## src/core/upsm_pkg.sv

```systemverilog
// upsm_pkg: states, encodings and field constants for the power manager
// assumes: a single 25 MHz clock domain shared by every design file
package upsm_pkg;

   // suspend select field encodings
   localparam logic [1:0] UPSM_SEL_L0    = 2'h0;
   localparam logic [1:0] UPSM_SEL_L1    = 2'h1;
   localparam logic [1:0] UPSM_SEL_L2    = 2'h2;
   localparam logic [1:0] UPSM_SEL_L3    = 2'h3;
   localparam logic [1:0] UPSM_SEL_RST   = UPSM_SEL_L2;

   // module enable vector layout
   localparam int         UPSM_EN_W      = 4;
   localparam logic [3:0] UPSM_EN_FULL   = 4'hF;
   localparam logic [3:0] UPSM_EN_REDUCE = 4'h3;
   localparam logic [3:0] UPSM_EN_NONE   = 4'h0;

   // wake source layout
   localparam int         UPSM_WK_GPIO   = 0;
   localparam int         UPSM_WK_WOL    = 1;
   localparam int         UPSM_WK_LINK   = 2;
   localparam int         UPSM_WK_ENERGY = 3;
   localparam int         UPSM_WK_FRAME  = 4;
   localparam int         UPSM_WK_W      = 5;

   // power state, one-hot
   typedef enum logic [7:0] {
      UPSM_ST_UNPOW  = 8'h01,
      UPSM_ST_UNCFG  = 8'h02,
      UPSM_ST_CFG    = 8'h04,
      UPSM_ST_SUS0   = 8'h08,
      UPSM_ST_SUS1   = 8'h10,
      UPSM_ST_SUS2   = 8'h20,
      UPSM_ST_SUS3   = 8'h40,
      UPSM_ST_SUS2U  = 8'h80
   } upsm_state_t;

endpackage

```

## src/core/upsm_sync_if.sv

```systemverilog
// upsm_sync_if: carries the raw and synchronised input levels
// assumes: driven from the power manager top, read by its synchroniser
`timescale 1ns/100ps
interface upsm_sync_if #(parameter int W = 1);
   logic [W-1:0] raw;
   logic [W-1:0] sync;
   modport src (output raw, input sync);
   modport dst (input raw, output sync);
endinterface
```

## src/core/upsm_power_manager.sv

```systemverilog
// upsm_power_manager: power state sequencer of a USB network device
// assumes: usb event inputs are one-cycle pulses on i_sys_clk; pins async
`timescale 1ns/100ps

// Functional notes
// - suspend level 2 entered from unconfigured never resumes to configured.
// - bus powered designs tie bus power detect high; unpowered unreachable; reset still enters unpowered until the synced detect rises.
// - power-on without bus power sits unpowered until detect asserts.
// - loss of bus power detect forces unpowered from any state.
// - reset with bus power, or detect rising, enters normal.
// - host resume or enabled wake returns any suspend level to normal.
// - normal starts unconfigured; configure completion makes it configured.
// - host deconfiguration returns to normal unconfigured.
// - configured enables all modules; unconfigured enables a reduced subset.
// - any system reset outside unpowered lands in normal unconfigured.
// - ready bit is set while normal, marking load complete.
// - resume keeps usb context and asserts ready after entering normal.
// - suspend from configured: select 00b gives level 0, 01b level 1.
// - suspend from unconfigured uses level 2, resumes to unconfigured.
// - deconfiguration resets the suspend select field to 10b.
// - usb reset or pin reset in suspend returns to unconfigured.
// - level 0 wakes on wake-on-lan, magic packet or pin events.
// - pin 7 wake keeps a link-up flag telling link from pin.
// - host may resume level 0 or level 1 at any time.
// - level 1 wakes on phy energy detect or pin events.
// - select 10b chooses level 2, the default after reset.
// - level 2 leaves only on host resume, pin wake, usb or pin reset, or bus power loss.
module upsm_power_manager
   import upsm_pkg::*;
#(
   parameter bit HAS_SUS3 = 1'b1
) (
   // clock and reset
   input  wire logic                 i_sys_clk,
   input  wire logic                 i_arst_n,
   // pins, asynchronous
   input  wire logic                 i_bus_power_detect,
   input  wire logic                 i_pin_reset_n,
   input  wire logic                 i_gpio7_link_up,
   // usb device controller events, one-cycle pulses
   input  wire logic                 i_usb_reset,
   input  wire logic                 i_usb_configured,
   input  wire logic                 i_usb_deconfigured,
   input  wire logic                 i_usb_suspend,
   input  wire logic                 i_usb_resume,
   // power_mgmt_control suspend select write
   input  wire logic                 i_sel_wr,
   input  wire logic [1:0]           i_sel_wdata,
   // wake sources, levels from the detection logic
   input  wire logic [UPSM_WK_W-1:0] i_wake_evt,
   input  wire logic [UPSM_WK_W-1:0] i_wake_en,
   // status and enables
   output logic                      o_ready,
   output logic [1:0]                o_suspend_sel,
   output logic [UPSM_EN_W-1:0]      o_module_en,
   output logic                      o_phy_lost,
   output logic                      o_link_up_wake_flag,
   output logic [7:0]                o_state,
   output logic                      o_hw_reinit
);

   ////////////////////////////////////////////////////////////////////
   // input synchronisers

   upsm_sync_if #(.W(3)) pin_if ();

   assign pin_if.raw = {i_bus_power_detect, i_pin_reset_n,
                        i_gpio7_link_up};

   upsm_sync #(
      .W   (3),
      .RST (3'h2)
   ) u_pin_sync (
      .i_sys_clk (i_sys_clk),
      .i_arst_n  (i_arst_n),
      .s         (pin_if)
   );

   logic bus_pwr;
   logic pin_rst_n;
   logic link_up;

   assign bus_pwr   = pin_if.sync[2];
   assign pin_rst_n = pin_if.sync[1];
   assign link_up   = pin_if.sync[0];

   ////////////////////////////////////////////////////////////////////
   // decode

   upsm_state_t   state_reg;
   upsm_state_t   state_next;
   logic [1:0]    sel_reg;
   logic [1:0]    sel_next;
   logic          link_flag_reg;
   logic          link_flag_next;
   logic          reinit_reg;

   logic          in_normal;
   logic          in_suspend;
   logic          pin_rst_fall;
   logic          sys_reset;
   logic [UPSM_WK_W-1:0] wk_live;
   logic          wake_l0;
   logic          wake_l1;
   logic          wake_l2;
   logic          wake_l3;
   logic          sel_l3_ok;

   assign in_normal  = (state_reg == UPSM_ST_UNCFG) ||
                       (state_reg == UPSM_ST_CFG);
   assign in_suspend = (state_reg == UPSM_ST_SUS0)  ||
                       (state_reg == UPSM_ST_SUS1)  ||
                       (state_reg == UPSM_ST_SUS2)  ||
                       (state_reg == UPSM_ST_SUS3)  ||
                       (state_reg == UPSM_ST_SUS2U);

   // pin reset acts on its falling edge and while held low
   assign pin_rst_fall = !pin_rst_n;
   assign sys_reset    = i_usb_reset || pin_rst_fall;
   assign wk_live      = i_wake_evt & i_wake_en;

   assign wake_l0 = wk_live[UPSM_WK_GPIO] || wk_live[UPSM_WK_WOL] ||
                    wk_live[UPSM_WK_LINK];
   assign wake_l1 = wk_live[UPSM_WK_GPIO] || wk_live[UPSM_WK_ENERGY];
   // level 2 wakes on pins only
   assign wake_l2 = wk_live[UPSM_WK_GPIO];
   assign wake_l3 = wk_live[UPSM_WK_GPIO] || wk_live[UPSM_WK_LINK] ||
                    wk_live[UPSM_WK_FRAME];
   assign sel_l3_ok = HAS_SUS3;

   ////////////////////////////////////////////////////////////////////
   // state machine

   always_comb begin
      state_next = state_reg;
      unique case (state_reg)
         UPSM_ST_UNPOW: begin
            if (bus_pwr) begin
               state_next = UPSM_ST_UNCFG;
            end
         end
         UPSM_ST_UNCFG: begin
            if (i_usb_configured) begin
               state_next = UPSM_ST_CFG;
            // suspend from unconfigured uses level 2
            end else if (i_usb_suspend) begin
               state_next = UPSM_ST_SUS2U;
            end
         end
         UPSM_ST_CFG: begin
            if (i_usb_deconfigured) begin
               state_next = UPSM_ST_UNCFG;
            end else if (i_usb_suspend) begin
               unique case (sel_reg)
                  UPSM_SEL_L0: state_next = UPSM_ST_SUS0;
                  UPSM_SEL_L1: state_next = UPSM_ST_SUS1;
                  UPSM_SEL_L2: state_next = UPSM_ST_SUS2;
                  UPSM_SEL_L3: state_next = sel_l3_ok ? UPSM_ST_SUS3
                                                      : UPSM_ST_SUS2;
               endcase
            end
         end
         // resume or enabled wake returns to normal
         // host resume accepted at any time
         // usb context kept, configured state restored; level 2 entered from unconfigured restores unconfigured
         UPSM_ST_SUS0: begin
            if (i_usb_resume || wake_l0) begin
               state_next = UPSM_ST_CFG;
            end
         end
         UPSM_ST_SUS1: begin
            if (i_usb_resume || wake_l1) begin
               state_next = UPSM_ST_CFG;
            end
         end
         UPSM_ST_SUS2: begin
            if (i_usb_resume || wake_l2) begin
               state_next = UPSM_ST_CFG;
            end
         end
         UPSM_ST_SUS3: begin
            if (i_usb_resume || wake_l3) begin
               state_next = UPSM_ST_CFG;
            end
         end
         UPSM_ST_SUS2U: begin
            // never back to configured from here
            if (i_usb_resume || wake_l2) begin
               state_next = UPSM_ST_UNCFG;
            end
         end
         default: state_next = UPSM_ST_UNCFG;
      endcase
      if (sys_reset && state_reg != UPSM_ST_UNPOW) begin
         state_next = UPSM_ST_UNCFG;
      end
      // tied high when bus powered, so taken only while the synced detect is still low after reset
      if (!bus_pwr) begin
         state_next = UPSM_ST_UNPOW;
      end
   end

   ////////////////////////////////////////////////////////////////////
   // suspend select field

   always_comb begin
      sel_next = sel_reg;
      if (i_sel_wr) begin
         sel_next = i_sel_wdata;
      end
      // deconfiguration forces 10b, overriding a same-cycle write
      if ((state_reg == UPSM_ST_CFG && state_next == UPSM_ST_UNCFG) ||
          sys_reset) begin
         sel_next = UPSM_SEL_RST;
      end
   end

   ////////////////////////////////////////////////////////////////////
   // link-up wake flag: set wins over clear

   always_comb begin
      link_flag_next = link_flag_reg;
      // entering a new suspend from configured starts the record afresh
      if (state_reg == UPSM_ST_CFG && state_next != UPSM_ST_CFG &&
          state_next != UPSM_ST_UNCFG && state_next != UPSM_ST_UNPOW) begin
         link_flag_next = 1'b0;
      end
      // pin 7 wake due to link-up is recorded
      if (in_suspend && wk_live[UPSM_WK_GPIO] && link_up &&
          i_wake_en[UPSM_WK_LINK]) begin
         link_flag_next = 1'b1;
      end
   end

   ////////////////////////////////////////////////////////////////////
   // registers

   always_ff @(posedge i_sys_clk or negedge i_arst_n) begin
      if (!i_arst_n) begin
         // power-on starts unpowered until detect is seen
         state_reg     <= UPSM_ST_UNPOW;
         sel_reg       <= UPSM_SEL_RST;
         link_flag_reg <= 1'b0;
         reinit_reg    <= 1'b0;
      end else begin
         state_reg     <= state_next;
         sel_reg       <= sel_next;
         link_flag_reg <= link_flag_next;
         reinit_reg    <= sys_reset;
      end
   end

   ////////////////////////////////////////////////////////////////////
   // outputs

   // ready rises in the same cycle the state register enters normal
   assign o_ready = in_normal;

   assign o_module_en = (state_reg == UPSM_ST_CFG)   ? UPSM_EN_FULL   :
                        (state_reg == UPSM_ST_UNCFG) ? UPSM_EN_REDUCE :
                        UPSM_EN_NONE;

   // phy contents lost after level 2
   assign o_phy_lost          = (state_reg == UPSM_ST_SUS2) ||
                                (state_reg == UPSM_ST_SUS2U);
   // select only read when suspend arrives
   assign o_suspend_sel       = sel_reg;
   assign o_link_up_wake_flag = link_flag_reg;
   assign o_state             = state_reg;
   assign o_hw_reinit         = reinit_reg;

endmodule

```

## src/core/upsm_sync.sv

```systemverilog
// upsm_sync: two flip-flop level synchroniser for asynchronous inputs
// assumes: inputs are levels, held for several clock periods
`timescale 1ns/100ps
module upsm_sync #(
   parameter int           W   = 1,
   parameter logic [W-1:0] RST = '0
) (
   // clock and reset
   input  wire logic i_sys_clk,
   input  wire logic i_arst_n,
   // levels
   upsm_sync_if.dst  s
);
   logic [W-1:0] meta_reg;
   logic [W-1:0] sync_reg;

   always_ff @(posedge i_sys_clk or negedge i_arst_n) begin
      if (!i_arst_n) begin
         meta_reg <= RST;
         sync_reg <= RST;
      end else begin
         meta_reg <= s.raw;
         sync_reg <= meta_reg;
      end
   end

   assign s.sync = sync_reg;
endmodule

```

## config.mk

```make
export PLATFORM = sky130hd
export DESIGN_NAME = upsm_power_manager
export DESIGN_NICKNAME = d
export VERILOG_FILES = /design/src/core/upsm_pkg.sv /design/src/core/upsm_sync_if.sv /design/src/core/upsm_power_manager.sv /design/src/core/upsm_sync.sv
export SDC_FILE = /design/constraint.sdc
export NUM_CORES = 1
export LEC_CHECK = 0
export ABC_AREA = 1
export BUFFER_PORTS_ARGS = -buffer_cell sky130_fd_sc_hd__buf_2
export CORE_UTILIZATION = 49
export DETAILED_ROUTE_END_ITERATION = 16
export PLACE_DENSITY = 0.78
export SYNTH_ARGS = -nofsm -noshare
export SYNTH_HDL_FRONTEND = slang
export SYNTH_SLANG_ARGS = --single-unit
```

## constraint.sdc

```tcl
create_clock -name i_sys_clk -period 2 [get_ports i_sys_clk]
set_clock_uncertainty 0.2 [all_clocks]
set_input_delay 0.2 -clock i_sys_clk [delete_from_list [all_inputs] [get_ports i_sys_clk]]
set_output_delay 0.2 -clock i_sys_clk [all_outputs]
set_load 0.01 [all_outputs]
```

* Yosys cells after proc, flatten, opt, wreduce, memory -nomap -nowiden
Index checks and enable logic that the tools add are counted.
** Storage, ports and cells
- Register bits after elaboration :: 18
- Bits in latches :: 0
- Bits in writable memories :: 0
- ROM bits :: 0
- Input bits :: 23
- Output and inout port bits :: 18
- Logic and storage cells :: 70
- Memories :: 0
** Operators by class
- Add/subtract/negate cells :: 0
- $mul :: 0
- Divide/modulo/power cells :: 0
- Magnitude comparators :: 0
- Eq/ne operators :: 15
- Shift operators :: 0
- Muxes and demuxes :: 19
- Bitwise gates (word level) :: 1
- Reductions and logical operators :: 29
** Operator list (count)
- $mux W8 :: 11
- $pmux W8 S7 :: 1
- $pmux W8 S4 :: 1
- $logic_or A1 B1 Y1 :: 17
- $eq A8 B2 Y1 const B :: 2
- $ne A8 B1 Y1 const B :: 2
- $eq A8 B3 Y1 const B :: 1
- $eq A8 B4 Y1 const B :: 1
- $eq A8 B5 Y1 const B :: 1
- $eq A8 B6 Y1 const B :: 1
- $eq A8 B7 Y1 const B :: 1
- $eq A8 B8 Y1 const B :: 1
- $logic_and A1 B1 Y1 :: 8
- $ne A8 B2 Y1 const B :: 1
- $ne A8 B3 Y1 const B :: 1
- $mux W2 :: 3
- $and A5 B5 Y5 :: 1
- $eq A2 B2 Y1 const B :: 2
- $mux W4 :: 1
- $reduce_bool A2 Y1 :: 2
- $eq A2 B1 Y1 const B :: 1
- $logic_not A2 Y1 :: 1
- $mux W1 :: 2
- $logic_not A1 Y1 :: 1

* Depth between registers and ports, before layout
- Depth after elaboration :: 14
- Mapped depth :: 13
- Mapped depth without buffers :: 13

* Hierarchy
From an unflattened synthesis, not the netlist that was laid out.
** Second synthesis, totals
- Cell total of the unflattened synthesis :: 160
- Area, all modules :: 1199.9 sq um
** By module, submodules not included
- upsm_power_manager :: times used 1, cells each 154, area each 1047.3 sq um
- upsm_sync :: times used 1, cells each 6, area each 152.6 sq um

* Worst setup path before layout
Ideal clock, no wire load.
- Path kind :: register to register
- Start point :: register state_reg[0] (netlist: o_state[0])
- End point :: register link_flag_reg (netlist: o_link_up_wake_flag)
- Setup time :: 0.117 ns
- Data arrival time :: 1.402 ns
- Data required time :: 1.683 ns
- Slack :: 0.281 ns
- Cell stages (with the launch flop) :: 14
- Buffers on the path :: 0
- Clock period less this slack :: 1.719 ns
- Cell sequence :: dfstp_2 nor2_2 nand2_2 inv_2 nand2_4 nand2_2 nor2_4 nand2_4 nand2_4 nor2_4 nor2_2 nand2_1 nand2_1 nand2_1
** On the way
- Elaborated cells on any way between the ends :: 36
- Those cells by class :: 11 x eq/ne; 13 x mux; 12 x reduce/logical
** RTL lines
- start: declaration :: RTL line upsm_power_manager.sv:90 : upsm_state_t state_reg;
- start signal: assignment :: RTL line upsm_power_manager.sv:246 : state_reg <= state_next;
- $eq A8 B8 Y1 (tied with other cells) :: RTL line upsm_power_manager.sv:136 : unique case (state_reg)
- $pmux W8 S7 or $logic_and A1 B1 Y1 (tied branches) :: RTL line upsm_power_manager.sv:136, upsm_power_manager.sv:194
- $mux W8 * :: RTL line upsm_power_manager.sv:194 : if (sys_reset && state_reg != UPSM_ST_UNPOW) begin
- $mux W8 * :: RTL line upsm_power_manager.sv:198 : if (!bus_pwr) begin
- via state_next[2] :: RTL line upsm_power_manager.sv:91 : upsm_state_t state_next;
- $ne A8 B3 Y1 :: RTL line upsm_power_manager.sv:224 : if (state_reg == UPSM_ST_CFG && state_next != UPSM_ST_CFG &&
- $logic_and A1 B1 Y1 (2 in a row) :: RTL line upsm_power_manager.sv:224
- $logic_and A1 B1 Y1 * :: RTL line upsm_power_manager.sv:225 : state_next != UPSM_ST_UNCFG && state_next != UPSM_ST_UNPOW) begin
- $reduce_bool A2 Y1 (no line) *
- end signal: assignment :: RTL line upsm_power_manager.sv:248 : link_flag_reg <= link_flag_next;
- end: declaration :: RTL line upsm_power_manager.sv:94 : logic link_flag_reg;
The timed path passes the listed nets; every way through them passes the cells marked *.
A chain may end at the register's enable or synchronous reset.

* Worst setup path in the final report
- Start point :: register state_reg[2] (netlist: o_state[2])
- End point :: output port o_module_en[1]
** On the way
- Longest elaborated chain between the ends :: 3
- Elaborated cells on any way between the ends :: 4
- Those cells by class :: 2 x eq/ne; 2 x mux
** Ends and longest elaborated chain
- $eq A8 B2 Y1 :: RTL line upsm_power_manager.sv:260 : (state_reg == UPSM_ST_UNCFG) ? UPSM_EN_REDUCE :
- $mux W2 :: RTL line upsm_power_manager.sv:260
- $mux W4 * :: RTL line upsm_power_manager.sv:259 : assign o_module_en = (state_reg == UPSM_ST_CFG) ? UPSM_EN_FULL :
- end: declaration :: RTL line upsm_power_manager.sv:55 : output logic [UPSM_EN_W-1:0] o_module_en,
Every way passes the cells marked *; elsewhere a longest branch is shown, timed or not.

==> results_dict.tcl <==
set metrics [dict create \
    worstPathCellList "inv_2 -> nand2_1 -> nor2_2 -> nand2_4 -> nand2_1 -> buf_2" \
    root_buffer "clkbuf_4" \
    die_w_um 51.87 \
    fin_util_pct 68.06 \
    path_delay_family "simple AND/OR/NAND/NOR gates" \
    synth.largest_area_cell "dfrtp_1" \
    synth_area_leaders "dfrtp_1 29%, nand2_1 14%, dfstp_2 8.6%" \
    powerDensity_nw_per_um2 471.7 \
    dieArea_um2 2691 \
    num_rows 17 \
    cp_data_required_time_ps 1600 \
    p_leak_nw 0.8210 \
    h-tree-depth 1 \
    p_comb_share_pct 17.1 \
    clk_pin_slew_worst_paths_ps 110 \
    clkLatencyLatePin_ps 290 \
    place_congestion 0.9314 \
    antenna_found_initial 0 \
    die_h_um 51.87 \
    worst_pin_slew_ps 392.2 \
    cts_buffers 3 \
    max_freq_mhz 530.3 \
    place_ws_ps 147.6 \
    switching_power_w 0.0001884 \
    drive_gt1_share_pct 39.25 \
    grtUsageMet1_pct 31.40 \
    port_buffers 40 \
    cp_max_fo 8 \
    cp_common_cell "nand2_1" \
    num_io_pins 41 \
    finalHoldViolations 0 \
    seqPwrFrac_pct 52.7 \
    synth_warnings 0 \
    synth-seq-area-share_pct 37.37 \
    syn_area_per_cell_um2 7.386 \
    grt_setup_unrepaired "false" \
    cts.sinks 18 \
    fin_crit_sh_pct 94.29 \
    slowest_delay_ps 440 \
    largest_reg_flops 8 \
    start_kind "flop" \
    synth_cell_types 24 \
    grt_max_degree 19 \
    power_w 0.0007307 \
    grt_pass1_vias 1203 \
    status "finished clean" \
    drv_cap 0 \
    ant_nets 0 \
    grt_use_total_pct 24.74 \
    firstDrtPassIters 4 \
    report.final.slew_viol_count 0 \
    peakVddDrop_uv 457.0 \
    setup_viol 0 \
    start_util_pct 53.55 \
    core_area_um2 2276 \
    end_kind "output pin" \
    multi_input_area_um2 664.4 \
    nNetsFinal 238 \
    wl_per_cell_um 11.98 \
    switching_share_pct 25.78 \
    top_usage_layer "met2" \
    synth_flop_cell "dfrtp_1" \
    use_met2_pct 41.24 \
    syn_area_um2 1219 \
    path_buf_inv 2 \
    drtIter0Drc 33 \
    synth_cells 165 \
    clock_path_buffers 2 \
    final-seq-area_um2 456.7 \
    place_area_um2 1431 \
    synth_edf_count 0 \
    drt_wl_total_um 2900 \
    worst_slack_ps 114.2 \
    n_antenna_cell 0 \
    avgViaCountPerCell 5.132 \
    ys_seq_elements 18 \
    synth_common_cells "44 x nand2_1, 17 x nand3_1, 17 x nor2_1" \
    design_area_um2 1549 \
    vias 1242 \
    grt_use_met3_pct 2.632 \
    synthMostInstantiatedCell "nand2_1" \
    grt_pass1_wl_um 4940 \
    maxSlewHeadroom_pct 73.85 \
    holdCritPathClass "input pin to flop" \
    synthArstFlopShare_pct 100.0 \
    gr-total-overflow 0 \
    finalSetupTns_ps 0 \
    crit_slowest_cell "dfrtp_1" \
    drc 0 \
    synth_top_area_share_pct 28.75 \
    clkPwrFrac_pct 30.2 \
    hpwlAfterDp_um 2254 \
    area_growth_pct 27.11 \
    path_class "flop to output pin" \
    cts_tree "yes" \
    power.internal_w 0.0005423 \
    fillCellCount 192 \
    critPathArrivalTime_ps 1490 \
    cts_setup_buffers 0 \
    synth_fp_nets 188 \
    min_period_ps 1886 \
]
-- routing by layer --
metal / vias to the layer above / routed length [um]
met4: 0 / 63
met5: - / 0
met2: 55 / 1409
met3: 8 / 167
li1: 622 / -
met1: 557 / 1260
-- cell type report --
class                   instances  share of cell area, %
well taps                      28                  2.262
repair buffers                 48                  18.09
inverters                      19                  4.927
multi-input cells             125                  42.89
flip-flops and latches         18                  29.48
clock buffers                   4                  2.342
-- logic make-up (layout without fill, tap and decap cells) --
group           count (synthesis)  after routing  synth area share [%]
flops                          18             18                 37.37
simple gates                  110            110                 46.71
mux                             1              1                0.8214
buf+inv                        22             71                 8.111
compound gates                 14             14                 6.982
-- stage by stage --
step | std cells | hold WS, ps
2_1_floorplan | 165 | -295.6
3_3_place_gp | 230 | -61.16
3_5_place_dp | 230 | -55.43
4_1_cts | 242 | 7.404
5_1_grt | 242 | 38.83
6_report | 242 | 8.941
-- power by group through the flow --
stage / Clock (W) / Combinational [W] / Sequential [W]
floorplan: 0 / 0.0000636 / 0.000393
detailed placement: 0 / 0.000113 / 0.000392
global route: 0.000240 / 0.000139 / 0.000386
finish: 0.000221 / 0.000125 / 0.000385
global placement: 0 / 0.000110 / 0.000391
CTS: 0.000230 / 0.000125 / 0.000385
-- path summary, 6_finish.rpt --
path	start	endpoint	slack, ps	depth (start not counted)
hold / removal	i_sel_wr	o_suspend_sel[1]$_DFFE_PN1P_	9	3
setup / recovery	o_state[2]$_DFF_PN0_	o_module_en[1]	110	6
min in group asynchronous	i_arst_n	o_hw_reinit$_DFF_PN0_	150	2
max in group asynchronous	i_arst_n	o_state[5]$_DFF_PN0_	1140	2
hold reg to reg	u_pin_sync.meta_reg[2]$_DFF_PN0_	u_pin_sync.s.sync[2]$_DFF_PN0_	160	0
setup reg to reg	o_state[2]$_DFF_PN0_	o_link_up_wake_flag$_DFFE_PN0P_	140	12
-- tightest hold or removal path: cells and delay by family --
family	cells	cell delay (ps)
AND/OR/NAND/NOR	1	80
buffers and inverters	1	110
multiplexers	1	80
-- placed cells by master, fill, tap and decap left out, types with 3 or more instances in the layout --
master         count
nand2_1           44
buf_2             40
nor2_1            17
nand3_1           17
inv_1             13
dfrtp_1           13
nor2_2             8
a21oi_1            8
dlygate4sd3_1      8
nand2_4            6
inv_2              5
nand2_2            5
nor2_4             4
nand4_1            4
dfstp_2            4
a21oi_2            3
clkbuf_4           3
-- what timing repair did --
item	in CTS	in global routing
resized for setup	0	1
hold endpoints to repair	25	0
hold buffers	8	0
endpoints found under the setup margin	0	1
Power figures use the tool's default switching activity.
